===== src/gst_pkg.sv =====
// Package with register map, field positions and reset values of the timer
package gst_pkg;
	// Register bus geometry
	localparam int ADDR_W = 10;
	localparam int DATA_W = 32;
	// Register indices; byte address is four times the index
	localparam logic [7:0] IDX_INTCTL = 8'h0B;
	localparam logic [7:0] IDX_PFLAGS = 8'h0C;
	localparam logic [7:0] IDX_CNTL = 8'h0E;
	localparam logic [7:0] IDX_CNTH = 8'h0F;
	localparam logic [7:0] IDX_TCTL = 8'h10;
	localparam logic [7:0] IDX_CMP2 = 8'h1A;
	localparam logic [7:0] IDX_PEN = 8'h8C;
	localparam logic [1:0] BYTE_LANE0 = 2'h0;
	// Timer control fields
	localparam int TC_ON = 0;
	localparam int TC_CS = 1;
	localparam int TC_SYNC = 2;
	localparam int TC_LPOSC = 3;
	localparam int TC_PS_LO = 4;
	localparam int TC_PS_HI = 5;
	localparam int TC_GE = 6;
	localparam int TC_GINV = 7;
	// Interrupt control, flags, enables, comparator control fields
	localparam int IC_PERIPHERAL_IRQ_ENABLE = 6;
	localparam int IC_GIE = 7;
	localparam int PF_OVF = 0;
	localparam int PE_OVF = 0;
	localparam int CC_GSS = 1;
	// Reset values and implemented bit masks
	localparam logic [7:0] TCTL_RST = 8'h00;
	localparam logic [7:0] INTCTL_RST = 8'h00;
	localparam logic [7:0] INTCTL_MASK = 8'hC0;
	localparam logic [7:0] CMP2_RST = 8'h02;
	localparam logic [7:0] CMP2_MASK = 8'h03;
	localparam logic [15:0] CNT_RST = 16'h0000;
	localparam logic [15:0] CNT_MAX = 16'hFFFF;
	localparam logic [15:0] CNT_ONE = 16'h0001;
	// Instruction cycle is the system clock divided by four
	localparam logic [1:0] PHASE_LAST = 2'h3;
	localparam logic [1:0] PHASE_ONE = 2'h1;
	localparam logic [2:0] PSC_RST = 3'h0;
	localparam logic [2:0] PSC_ONE = 3'h1;
	localparam logic [1:0] PHASE_RST = 2'h0;
	// Prescaler terminal counts for divide by 1, 2, 4 and 8
	localparam logic [2:0] PSC_LAST_D1 = 3'h0;
	localparam logic [2:0] PSC_LAST_D2 = 3'h1;
	localparam logic [2:0] PSC_LAST_D4 = 3'h3;
	localparam logic [2:0] PSC_LAST_D8 = 3'h7;
endpackage


===== src/gst_psc_if.sv =====
// Interface between the timer core and its prescale counter
`timescale 1ns/10ps
`default_nettype none
interface gst_psc_if;
	logic tick;
	logic clear;
	logic [1:0] sel;
	logic out;
	logic [2:0] cnt;
	modport ctl (output tick, clear, sel, input out, cnt);
	modport psc (input tick, clear, sel, output out, cnt);
endinterface
`default_nettype wire


===== src/gst_prescaler.sv =====
// Three-bit prescale counter with a two-bit select, dividing by 1, 2, 4 or 8
`timescale 1ns/10ps
`default_nettype none
module gst_prescaler import gst_pkg::*; (
	input wire logic pclk,
	input wire logic presetn,
	gst_psc_if.psc p
);
	logic [2:0] cnt_q;
	logic [2:0] last;

	// Terminal count: 0, 1, 3 or 7 for the four settings
	// Division ratio select
	always_comb begin
		last = PSC_LAST_D1;
		unique case (p.sel)
			2'b00: last = PSC_LAST_D1;
			2'b01: last = PSC_LAST_D2;
			2'b10: last = PSC_LAST_D4;
			2'b11: last = PSC_LAST_D8;
		endcase
	end

	// Pulse at or past the terminal tick; a clear suppresses it
	// A stale count left by a larger ratio fires at once, never wraps round
	assign p.out = p.tick & ~p.clear & (cnt_q >= last);
	assign p.cnt = cnt_q;

	// Counter; cleared by counter byte writes, never by the gate
	// Clear on byte write
	always_ff @(posedge pclk or negedge presetn) begin
		if (!presetn) begin
			cnt_q <= PSC_RST;
		end else if (p.clear) begin
			cnt_q <= PSC_RST;
		end else if (p.tick) begin
			cnt_q <= (cnt_q >= last) ? PSC_RST : cnt_q + PSC_ONE;
		end
	end
endmodule
`default_nettype wire


===== src/gst_timer.sv =====
// Gated sixteen bit timer with prescaler and APB register slave
`timescale 1ns/10ps
`default_nettype none
// Function
// - Sixteen-bit count runs upward and wraps from all ones to zero.
// - Every wrap sets the overflow flag in peripheral flags bit 0.
// - Interrupt requested only with overflow, peripheral and global enables.
// - Overflow flag stays set until software writes it to zero.
// - Internal source counts once per four system clocks, ignores sync.
// - External source counts rising edges of the external clock pin.
// - External counting needs a falling edge before the first counted rise.
// - Prescale field divides the input by one, two, four or eight.
// - Prescaler is hidden from software and cleared by byte writes.
// - Gate enable ignored when off; when set, counts only gate inactive.
// - Gate source is gate pin or comparator two output, by select bit.
// - Gate invert flips the gate signal for either source.
// - Low-power oscillator enable works only on internal oscillator clock.
// - External clock is synchronised unless the sync disable bit is set.
// - Counter on bit enables counting; off holds the value.
// - Asynchronous counting continues in sleep and may raise wake interrupt.
// - Counter byte reads return a valid value in asynchronous counting.
// - Sleep wake on overflow with on, overflow and peripheral enables.
module gst_timer import gst_pkg::*; (
	input wire logic pclk,
	input wire logic presetn,
	input wire logic psel,
	input wire logic penable,
	input wire logic pwrite,
	input wire logic [ADDR_W-1:0] paddr,
	input wire logic [DATA_W-1:0] pwdata,
	output logic [DATA_W-1:0] prdata,
	output logic pready,
	output logic pslverr,
	input wire logic ext_clock_pin,
	input wire logic lp_osc_clock,
	input wire logic gate_pin,
	input wire logic comparator_two_output,
	input wire logic internal_oscillator_active,
	input wire logic sleep_active,
	output logic irq_request,
	output logic wake_request,
	output logic lp_osc_on
);
	gst_psc_if psc_bus ();

	logic [7:0] tctl_q, intctl_q, cmp2_q;
	logic pen_q, flag_q;
	logic [15:0] count_q;
	logic [1:0] phase_q;
	logic sync1_q, sync2_q, sync3_q, async1_q, async2_q;
	logic armed_q, pready_q, pslverr_q;
	logic [DATA_W-1:0] prdata_q;
	logic irq_q, wake_q, lposc_q;

	logic acc_start, wr_fire;
	logic hit_intctl, hit_pflags, hit_cntl, hit_cnth;
	logic hit_tctl, hit_cmp2, hit_pen, mapped;
	logic [7:0] rd_val;
	logic cnt_wr, lp_active, ext_src, async_mode;
	logic edge_now, edge_prev, ext_rise, ext_fall;
	logic gate_sig, gate_ok, awake, run, instr_tick, src_tick;
	logic inc, wrap, flag_d;

	// Bus phases: answer one cycle into the access phase
	assign acc_start = psel & penable & ~pready_q;
	assign wr_fire = psel & penable & pwrite & pready_q;

	// Address decode on aligned word addresses
	assign hit_intctl = (paddr == {IDX_INTCTL, BYTE_LANE0});
	assign hit_pflags = (paddr == {IDX_PFLAGS, BYTE_LANE0});
	assign hit_cntl = (paddr == {IDX_CNTL, BYTE_LANE0});
	assign hit_cnth = (paddr == {IDX_CNTH, BYTE_LANE0});
	assign hit_tctl = (paddr == {IDX_TCTL, BYTE_LANE0});
	assign hit_cmp2 = (paddr == {IDX_CMP2, BYTE_LANE0});
	assign hit_pen = (paddr == {IDX_PEN, BYTE_LANE0});
	assign mapped = hit_intctl | hit_pflags | hit_cntl | hit_cnth |
		hit_tctl | hit_cmp2 | hit_pen;

	// Read mux; the count is on pclk so reads always see a settled value
	// Valid counter reads
	always_comb begin
		rd_val = 8'h00;
		if (hit_intctl) begin
			rd_val = intctl_q;
		end else if (hit_pflags) begin
			rd_val = {7'h00, flag_q};
		end else if (hit_cntl) begin
			rd_val = count_q[7:0];
		end else if (hit_cnth) begin
			rd_val = count_q[15:8];
		end else if (hit_tctl) begin
			rd_val = tctl_q;
		end else if (hit_cmp2) begin
			rd_val = cmp2_q;
		end else if (hit_pen) begin
			rd_val = {7'h00, pen_q};
		end
	end

	// Bus answer registers
	always_ff @(posedge pclk or negedge presetn) begin
		if (!presetn) begin
			pready_q <= 1'b0;
			pslverr_q <= 1'b0;
			prdata_q <= '0;
		end else begin
			pready_q <= acc_start;
			pslverr_q <= acc_start & ~mapped;
			if (acc_start & ~pwrite) begin
				prdata_q <= {24'h000000, rd_val};
			end
		end
	end

	// Software-written control registers
	// Control register storage
	always_ff @(posedge pclk or negedge presetn) begin
		if (!presetn) begin
			tctl_q <= TCTL_RST;
			intctl_q <= INTCTL_RST;
			cmp2_q <= CMP2_RST;
			pen_q <= 1'b0;
		end else if (wr_fire) begin
			if (hit_tctl) begin
				tctl_q <= pwdata[7:0];
			end
			if (hit_intctl) begin
				intctl_q <= pwdata[7:0] & INTCTL_MASK;
			end
			if (hit_cmp2) begin
				cmp2_q <= pwdata[7:0] & CMP2_MASK;
			end
			if (hit_pen) begin
				pen_q <= pwdata[PE_OVF];
			end
		end
	end

	// Low-power oscillator replaces the pin only on the internal oscillator
	// Oscillator enable qualified
	assign lp_active = tctl_q[TC_LPOSC] & internal_oscillator_active;
	assign ext_src = lp_active ? lp_osc_clock : ext_clock_pin;
	assign async_mode = tctl_q[TC_SYNC];

	// Two-stage synchroniser plus edge history, and a raw sample path
	always_ff @(posedge pclk or negedge presetn) begin
		if (!presetn) begin
			sync1_q <= 1'b0;
			sync2_q <= 1'b0;
			sync3_q <= 1'b0;
			async1_q <= 1'b0;
			async2_q <= 1'b0;
		end else begin
			sync1_q <= ext_src;
			sync2_q <= sync1_q;
			sync3_q <= sync2_q;
			async1_q <= ext_src;
			async2_q <= async1_q;
		end
	end

	// Edge detection on the chosen path
	// Synchronised or not
	assign edge_now = async_mode ? async1_q : sync2_q;
	assign edge_prev = async_mode ? async2_q : sync3_q;
	assign ext_rise = edge_now & ~edge_prev;
	assign ext_fall = ~edge_now & edge_prev;

	// Arm on the first falling edge after external source selection
	// Falling edge first
	always_ff @(posedge pclk or negedge presetn) begin
		if (!presetn) begin
			armed_q <= 1'b0;
		end else if (!tctl_q[TC_CS]) begin
			armed_q <= 1'b0;
		end else if (ext_fall) begin
			armed_q <= 1'b1;
		end
	end

	// Free-running instruction phase divider
	always_ff @(posedge pclk or negedge presetn) begin
		if (!presetn) begin
			phase_q <= PHASE_RST;
		end else begin
			phase_q <= phase_q + PHASE_ONE;
		end
	end
	assign instr_tick = (phase_q == PHASE_LAST);

	// Gate source, polarity and enable; high selected signal lets it count
	// Gate source select
	assign gate_sig = (cmp2_q[CC_GSS] ? gate_pin : comparator_two_output) ^
		tctl_q[TC_GINV];
	assign gate_ok = ~tctl_q[TC_GE] | gate_sig;

	// Only asynchronous external counting survives sleep
	// Counting in sleep
	assign awake = ~sleep_active | (tctl_q[TC_CS] & async_mode);
	assign run = tctl_q[TC_ON] & gate_ok & awake;

	// Source tick into the prescaler
	// Internal instruction clock
	assign src_tick = tctl_q[TC_CS] ? (ext_rise & armed_q) : instr_tick;
	assign cnt_wr = wr_fire & (hit_cntl | hit_cnth);
	assign psc_bus.tick = run & src_tick;
	assign psc_bus.clear = cnt_wr;
	assign psc_bus.sel = tctl_q[TC_PS_HI:TC_PS_LO];

	gst_prescaler u_psc (
		.pclk(pclk),
		.presetn(presetn),
		.p(psc_bus.psc)
	);

	assign inc = psc_bus.out;
	assign wrap = inc & (count_q == CNT_MAX);

	// Count register; a byte write wins over an increment
	// Byte load
	always_ff @(posedge pclk or negedge presetn) begin
		if (!presetn) begin
			count_q <= CNT_RST;
		end else if (wr_fire & hit_cntl) begin
			count_q[7:0] <= pwdata[7:0];
		end else if (wr_fire & hit_cnth) begin
			count_q[15:8] <= pwdata[7:0];
		end else if (inc) begin
			count_q <= count_q + CNT_ONE;
		end
	end

	// Overflow flag; a wrap in the clearing cycle wins
	// Flag set on wrap
	always_comb begin
		flag_d = flag_q;
		if (wr_fire & hit_pflags) begin
			flag_d = pwdata[PF_OVF];
		end
		if (wrap) begin
			flag_d = 1'b1;
		end
	end

	// Registered requests and oscillator control
	// Interrupt enables
	always_ff @(posedge pclk or negedge presetn) begin
		if (!presetn) begin
			flag_q <= 1'b0;
			irq_q <= 1'b0;
			wake_q <= 1'b0;
			lposc_q <= 1'b0;
		end else begin
			flag_q <= flag_d;
			irq_q <= flag_q & pen_q & intctl_q[IC_PERIPHERAL_IRQ_ENABLE] & intctl_q[IC_GIE];
			wake_q <= sleep_active & tctl_q[TC_ON] & flag_q & pen_q &
				intctl_q[IC_PERIPHERAL_IRQ_ENABLE];
			lposc_q <= lp_active;
		end
	end

	assign prdata = prdata_q;
	assign pready = pready_q;
	assign pslverr = pslverr_q;
	assign irq_request = irq_q;
	assign wake_request = wake_q;
	assign lp_osc_on = lposc_q;
endmodule
`default_nettype wire


===== config.mk =====
export PLATFORM = sky130hd
export DESIGN_NAME = gst_timer
export DESIGN_NICKNAME = d
export VERILOG_FILES = /design/src/gst_pkg.sv /design/src/gst_psc_if.sv /design/src/gst_prescaler.sv /design/src/gst_timer.sv
export SDC_FILE = /design/constraint.sdc
export NUM_CORES = 1
export LEC_CHECK = 0
export BUFFER_PORTS_ARGS = -buffer_cell sky130_fd_sc_hd__buf_2
export CORE_MARGIN = 3
export CORE_UTILIZATION = 39
export DETAILED_ROUTE_END_ITERATION = 8
export PLACE_DENSITY = 0.63
export SETUP_SLACK_MARGIN = 0.02
export SLEW_MARGIN = 0
export SYNTH_ARGS = -nofsm -noshare
export SYNTH_HDL_FRONTEND = slang
export SYNTH_SLANG_ARGS = --single-unit

===== constraint.sdc =====
create_clock -name pclk -period 3.4 [get_ports pclk]
set_input_delay 0.51 -clock pclk [delete_from_list [all_inputs] [get_ports pclk]]
set_output_delay 0.51 -clock pclk [all_outputs]
set_load 0.02 [all_outputs]

# Word-level counts from Yosys, hierarchy flattened
# Index checks and enable logic that the tools add are counted.
[word_totals]
reg_bits = 52
out_inout_bits = 37
word_cells = 119
input_bits = 53
[op_classes]
magnitude_cmp = 1
n_mux = 24
add_sub_neg = 3
n_eq_ne = 14
reduce_logical = 11
bitwise = 47
[ops]
columns = ["cell", "count"]
rows = [
  ["$mux 8", 8],
  ["$eq 10x6->1 const B", 4],
  ["$and 1x1->1", 28],
  ["$eq 10x7->1 const B", 2],
  ["$add 16x1->16 const B", 1],
  ["$eq 16x16->1 const B", 1],
  ["$mux 16", 1],
  ["$pmux 3 s4", 1],
  ["$reduce_and 2->1", 6],
  ["$eq 10x10->1 const B", 1],
  ["$mux 1", 10],
  ["$mux 3", 3],
  ["$not 1->1", 9],
  ["$or 1x1->1", 9],
  ["$reduce_bool 2->1", 4],
  ["$eq 2x2->1 const B", 3],
  ["$add 3x1->3 const B", 1],
  ["$ge 3x3->1", 1],
  ["$add 2x1->2 const B", 1],
  ["$eq 2x1->1 const B", 1],
  ["$logic_not 2->1", 1],
  ["$mux 2", 1],
  ["$ne 2x1->1 const B", 1],
  ["$ne 2x2->1 const B", 1],
  ["$xor 1x1->1", 1],
]

# Logic depth before layout (Yosys ltp)
# Gate-level depths: netlist of run 1.
[logic_depth]
word_depth = 11
mapped_depth = 9
ltp_nobuf = 8

# By module
# A second synthesis of run 1 with hierarchy kept.
[unflattened]
cells_unflattened = 331
hier_area_um2 = 3074.2
[modules_own_cells]
columns = ["module", "area_per_inst_um2", "cells_each", "seq_area_each_um2", "instances"]
rows = [
  ["gst_timer", 2807.7, 304, 1227.4, 1],
  ["gst_prescaler", 266.5, 27, 75.1, 1],
]

# Worst setup path after synthesis of run 1
# Ideal clock, no wire load.
[synth_timing]
kind = "register to register"
start = "reg tctl_q[5]"
end = "reg count_q[5]"
path_buffers = 1
arrival_time_ps = 2050
setup_time_ps = 132
path_slack_ps = 1218
path_stages_with_launch = 10
cell_sequence = "dfrtp_1 -> or2_2 -> ha_1 -> nor2b_1 -> o21ai_1 -> o21ai_4 -> buf_4 -> nor4_2 -> xnor2_1 -> o21ai_1"
[synth_via]
elab_chain_cells = 6
[synth_lines]
columns = ["item", "line", "rtl"]
rows = [
  ["start: declaration", "gst_timer.sv:46", "logic [7:0] tctl_q, intctl_q, cmp2_q;"],
  ["start signal: assignment", "gst_timer.sv:125", "tctl_q <= pwdata[7:0];"],
  ["$eq 2x2->1, or another cell as far along", "gst_prescaler.sv:16", "unique case (p.sel)"],
  ["$pmux 3 s4 (*)", "gst_prescaler.sv:16", ""],
  ["$ge 3x3->1 (*)", "gst_prescaler.sv:26", "assign p.out = p.tick & ~p.clear & (cnt_q >= last);"],
  ["$and 1x1->1 (*)", "gst_prescaler.sv:26", ""],
  ["$reduce_bool 2->1 (no source line) (*)", "--", ""],
  ["$reduce_and 2->1 (no source line) (*)", "--", ""],
  ["end signal: assignment", "gst_timer.sv:225", "count_q[7:0] <= pwdata[7:0];"],
  ["end signal: assignment", "gst_timer.sv:229", "count_q <= count_q + CNT_ONE;"],
  ["end: declaration", "gst_timer.sv:48", "logic [15:0] count_q;"],
]
# Every way passes the cells marked *; elsewhere a longest branch is shown, timed or not.
# A chain may end at the register's enable or synchronous reset.

# Worst setup path in the final report of run 1
[layout_timing]
start = "reg tctl_q[5]"
end = "reg count_q[13]"
# Same word-level chain as after synthesis.

==> results of run 1 <==
-- power breakdown --
group | internal [mW] | leakage [nW] | switching, mW
Combinational | 0.0220 | 0.761 | 0.0665
Sequential | 0.622 | 0.705 | 0.00283
Clock | 0.147 | 0.0414 | 0.211
-- state kept, by name (all words and copies together) (netlist names) --
register,flops
intctl_q,2
pready,1
async1_q,1
prdata,8
pen_q,1
cmp2_q,2
async2_q,1
lp_osc_on,1
pslverr,1
irq_request,1
armed_q,1
count_q,16
u_psc.p.cnt,3
tctl_q,8
sync3_q,1
phase_q,2
flag_q,1
wake_request,1
-- cell type report --
cell class,count,area (um2)
Timing Repair Buffer,43,220
Fill cell,741,4080
Clock inverter,2,16.3
Tap cell,99,124
Multi-Input combinational cell,242,1560
Clock buffer,6,72.6
Sequential cell,52,1300
Inverter,10,37.5
-- cells by family (layout without fill, tap and decap cells) --
family / Yosys count / in the layout / synth area share (%)
other: 1 / 24 / 0.124
adders and majority gates: 6 / 6 / 2.47
DFF: 52 / 52 / 42.9
muxes: 26 / 26 / 9.15
xor gates and xnor gates: 14 / 14 / 4.04
and+or+nand+nor: 127 / 127 / 23.7
buffers and inverters: 42 / 61 / 8.61
AOI/OAI and AO/OA: 45 / 45 / 8.95
-- worst max path at each step --
stage	start	end
5_1_grt	cmp2_q[1]	count_q[13]
2_1_floorplan	tctl_q[5]	count_q[5]
3_5_place_dp	paddr[7]	count_q[13]
6_report	tctl_q[5]	count_q[13]
3_3_place_gp	paddr[7]	count_q[13]
4_1_cts	tctl_q[5]	count_q[13]
-- worst register-to-register path, delay by kind of cell, from the launching register on --
family / cells / cell delay, ps
simple gates: 4 / 930
compound gates: 3 / 770
flops: 1 / 420
fa+ha+maj: 1 / 280
-- metal layers --
layer	track usage (%)	up-vias	wire length, um
li1	-	1121	-
met1	23.6	1078	3180
met2	24.2	64	2950
met3	2.40	5	358
met4	5.78	0	68
met5	0	-	0
-- layout by cell type (no fill, tap or decap), drive strengths merged, types with 3 or more instances in the layout --
master,Yosys,layout
ha,6,6
nor2,28,28
nand4,6,6
a21oi,10,10
clkbuf,3,6
nor4,7,7
buf,29,43
nor3,17,17
mux2i,12,12
conb,1,24
mux2,14,14
o21ai,24,24
xnor2,13,13
dfrtp,51,51
a221oi,3,3
nand3,8,8
inv,10,10
nand2,42,42
==> impl_metrics.toml, run 1 <==
[placed_design]
io_buffers = 41
dp_hpwl_um = 5070
place_worst_setup_slack_ps = 925
placed_cells = 446
postPlaceCellArea_mm2 = 0.00324
gp_congestion = 0.846

[setup_path]
critical_path.startpoint_type = "flip-flop"
slowest_stage = "dfrtp_1"
critical_path_arrival_ps = 2730
cp_max_fo = 15
critPathKind = "flip-flop to flip-flop"
path_buf_inv = 0
crit_cells = 8
timing.rr.start = "tctl_q[5]"
crit_chain = "or2_2 > ha_1 > nor2b_1 > o21ai_1 > o21ai_4 > nor3_1 > a211oi_1 > nor3_1"
reg2regPathDepth = 8
critPathRequiredTime_ps = 3630
crit_path_end_kind = "flip-flop"
path_delay_family = "simple AND/OR/NAND/NOR gates"
worst_path_most_repeated_cell = "nor3_1"
r2r-end = "count_q[13]"
rrSetupSlack_ps = 900
slowest_delay_ps = 420

[die]
die_h_um = 94.2
fp.coreArea_mm2 = 0.00741
fp-row-count = 31
dieArea_mm2 = 0.00888
ios = 90
start_util_pct = 41.0
die_w_um = 94.2

[routing]
firstDrtPassIters = 4
drc_errors = 0
vias = 2268
drt-vias-per-instance = 5.00
detail-route-antenna-nets = 0
wl_per_cell_um = 14.4
drt_iter0_markers = 131
routed_wl_um = 6560

[final_layout]
synthToLayoutAreaGrowth_pct = 9.73
final_util_pct = 45.0
antenna_cells = 0
stdcell_count = 454
fin_nets = 413
fin_area_mm2 = 0.00333
drive_above_1_share_pct = 23.7

[power_and_ir_drop]
power.total_mw = 1.07
power_density_mw_per_mm2 = 322
vdd_drop_max_mv = 0.173
p_leak_nw = 1.51

[clock_network]
clockRootBuffer = "clkbuf_8"
postCtsSetupRepairBufs = 0
cts_resized = 0
cts_hold_buf = 0
htree_levels = 2
clk_path_buf_depth = 2
clock-sinks = 52
clk_latency_ps = 320
cts_buffers = 5
cts_tree = "built"
clk_pin_slew_worst_paths_ps = 90

[sta]
setup_viol = 0
period_share_pct = 73.5
period_minus_slack_ps = 2500
drv_slew = 0
setup_tns_ps = 0
setup_slack_ps = 899
worstMarginPinSlew_ps = 919
maxSlewHeadroom_pct = 38.7
hold_violations = 0
clock_skew_ps = 5.40
clock.fmax_mhz = 400
rsz0062_at_grt = "no"
timing.hold.ws_ps = 323

[synthesis]
synth_seq_area_share_pct = 42.9
synth_seq_cells = 52
netlist_instances = 313
ys_types = 51
synth_area_mm2 = 0.00304
synth_ff_type = "dfrtp_1"
netlist_top_cells_count = "dfrtp_1, nand2_1, nor2_1"
yosysTopAreaCell = "dfrtp_1"
avgSynthCellArea_um2 = 9.70
async_flop_share_pct = 100
synth_edf_count = 0
synthTopCellsByArea = "dfrtp_1, buf_4, mux2_2"
synthDominantCellAreaShare_pct = 42.0
yosys.cell_count.top_type = "dfrtp_1"
yosysWarnings = 0

[status]
status = "completed"

[grt]
grt_pass1_wl_um = 11100
grt-ovfl-total = 0
antenna_found_initial = 0
track_usage_pct = 16.2
grt_pass1_vias = 2149
grt_max_degree = 41

[flow_run]
maxCapViolations = 0

[hold_path]
hp-class = "input port to async pin"
No activity file was read; power rests on OpenSTA's default activity.
==> run 2, diff against run 1 <==
Settings changed: PLACE_DENSITY 0.63 to 0.66.
Clock period 3.4 ns to 2.15 ns, I/O delays scaled along.
==> run 2 against run 1 <==
Compared with the run above: global-route usage grew 0.11 points; flip-flop and latch count unchanged; design area up 6.3%; count of clock-buffer cells in the layout is the same; non-clock buffer count rose by 16; die area stayed put; wire length rose by 10%; sequential power up 58%; core utilization grew 2.8 points; largest cell class unchanged; highest routed layer unchanged.
==> impl_metrics.toml, run 2 (synthesis gave the netlist of run 1 again) <==
[status]
status = "completed"

[clock_network]
clk_path_buf_depth = 2
clk_latency_ps = 310
cts_buffers = 5
clock-sinks = 52
clockRootBuffer = "clkbuf_8"
htree_levels = 2
cts_tree = "built"
cts_hold_buf = 0
clk_pin_slew_worst_paths_ps = 100

[setup_path]
crit_path_end_kind = "flip-flop"
critical_path.startpoint_type = "flip-flop"
cp_max_fo = 10
critPathKind = "flip-flop to flip-flop"
critical_path_arrival_ps = 2300
critPathRequiredTime_ps = 2350
rrSetupSlack_ps = 50

[power_and_ir_drop]
vdd_drop_max_mv = 0.271
power_frac_seq_pct = 58.3
p_comb_share_pct = 8.5
p_leak_nw = 1.59
power_density_mw_per_mm2 = 479
switching_power_uw = 442
internal_power_mw = 1.25
sw_frac_of_total_pct = 26.1
pwr-share-clk_pct = 33.3

[grt]
track_usage_pct = 16.3
antenna_found_initial = 0
grt-ovfl-total = 0
grt_pass1_vias = 2337
grt_pass1_wl_um = 11400
grt_max_degree = 53

[die]
die_w_um = 94.2
dieArea_mm2 = 0.00888
ios = 90
fp.coreArea_mm2 = 0.00741
fp-row-count = 31
die_h_um = 94.2
start_util_pct = 41.0

[sta]
period_share_pct = 97.6
worstMarginPinSlew_ps = 654
setup_slack_ps = 52.1
rsz0062_at_grt = "yes"
timing.hold.ws_ps = 130
clock.fmax_mhz = 477
drv_slew = 0
setup_viol = 0
clock_skew_ps = 12.8
hold_violations = 0
period_minus_slack_ps = 2100
maxSlewHeadroom_pct = 56.4

[hold_path]
hp-class = "input port to async pin"

[final_layout]
regMostFlops = "count_q"
largest_reg_flops = 16
fin_nets = 430
final_cell_mix = "dfrtp_1, nand2_1, buf_2, nor2_1, conb_1"
fill_cells = 705
multi_input_area_mm2 = 0.00164
synthToLayoutAreaGrowth_pct = 16.7
final_common_cell = "dfrtp_1"
final_util_pct = 47.8
antenna_cells = 0
ff_latch_area_mm2 = 0.00130
stdcell_count = 471
drive_above_1_share_pct = 29.0

[placed_design]
io_buffers = 41
placed_cells = 460
gp_congestion = 0.878
place_worst_setup_slack_ps = -10.3
dp_hpwl_um = 5390

[routing]
drt_iter0_markers = 121
detail-route-antenna-nets = 0
vias = 2430
wl_per_cell_um = 15.4
drc_errors = 0
firstDrtPassIters = 4
drt-vias-per-instance = 5.16
routed_wl_um = 7240

[flow_run]
maxCapViolations = 0
[run 2: cell count changes in the layout (fill, tap and decap cells not counted), moves of 2 or more]
cell    before  now
nor3_1      12    9
nor4_4       2    5
nor3_2       4    6
nor4_2       4    1
buf_4        2   17
[run 2: final timing paths]
kind,end,cells past startpoint,startpoint
setup reg to reg,count_q[6],7,cmp2_q[1]
max in group asynchronous,count_q[7],2,presetn
min in group pclk,wake_request,3,sleep_active
hold / removal,prdata[2],2,presetn
hold reg to reg,async2_q,0,async1_q
setup / recovery,count_q[6],7,cmp2_q[1]
[run 2: worst max-delay path, stage by stage, from the launching register on]
cell and delay, ps:
dfstp_2 570, mux2i_1 220, xor2_1 100, a221o_2 410, buf_4 200, nor4_4 280, xnor2_1 150, o21ai_1 70
[run 2: per-stage QoR]
stage	instance area, um2	power [mW]	TNS, ps
after detailed placement	3350	1.15	-10.3
after global routing	3540	1.76	-197
final	3540	1.70	0
after CTS	3440	1.71	0
after floorplan	3130	1.11	0
after global placement	3350	1.15	0
[run 2: power groups by stage]
stage               registers (mW)  clock network [mW]  logic [mW]
CTS                          0.988               0.580       0.144
floorplan                     1.01                   0      0.0995
detailed placement            1.01                   0       0.144
global route                 0.989               0.614       0.160
finish                       0.987               0.564       0.144
global placement              1.01                   0       0.142
[run 2: cell type report]
class,instances,share of cell area [%]
Tap cell,99,3.50
Inverter,10,1.06
Multi-Input combinational cell,243,46.4
Sequential cell,52,36.8
Clock buffer,6,2.05
Timing Repair Buffer,59,9.72
Clock inverter,2,0.459
[run 2: routing by layer]
metal  vias up  GRT usage, %  wire [um]
met5         -             0          0
met1      1197          22.5       3290
met2        65          26.7       3570
met4         0          3.97         42
met3         6          2.64        335
li1       1162             -          -
[run 2: timing repair]
action,4_1_cts,5_1_grt
buffers inserted,0,2
gates resized for setup,1,12
setup endpoints to repair,2,16
pin swaps,0,4
gates cloned,0,1
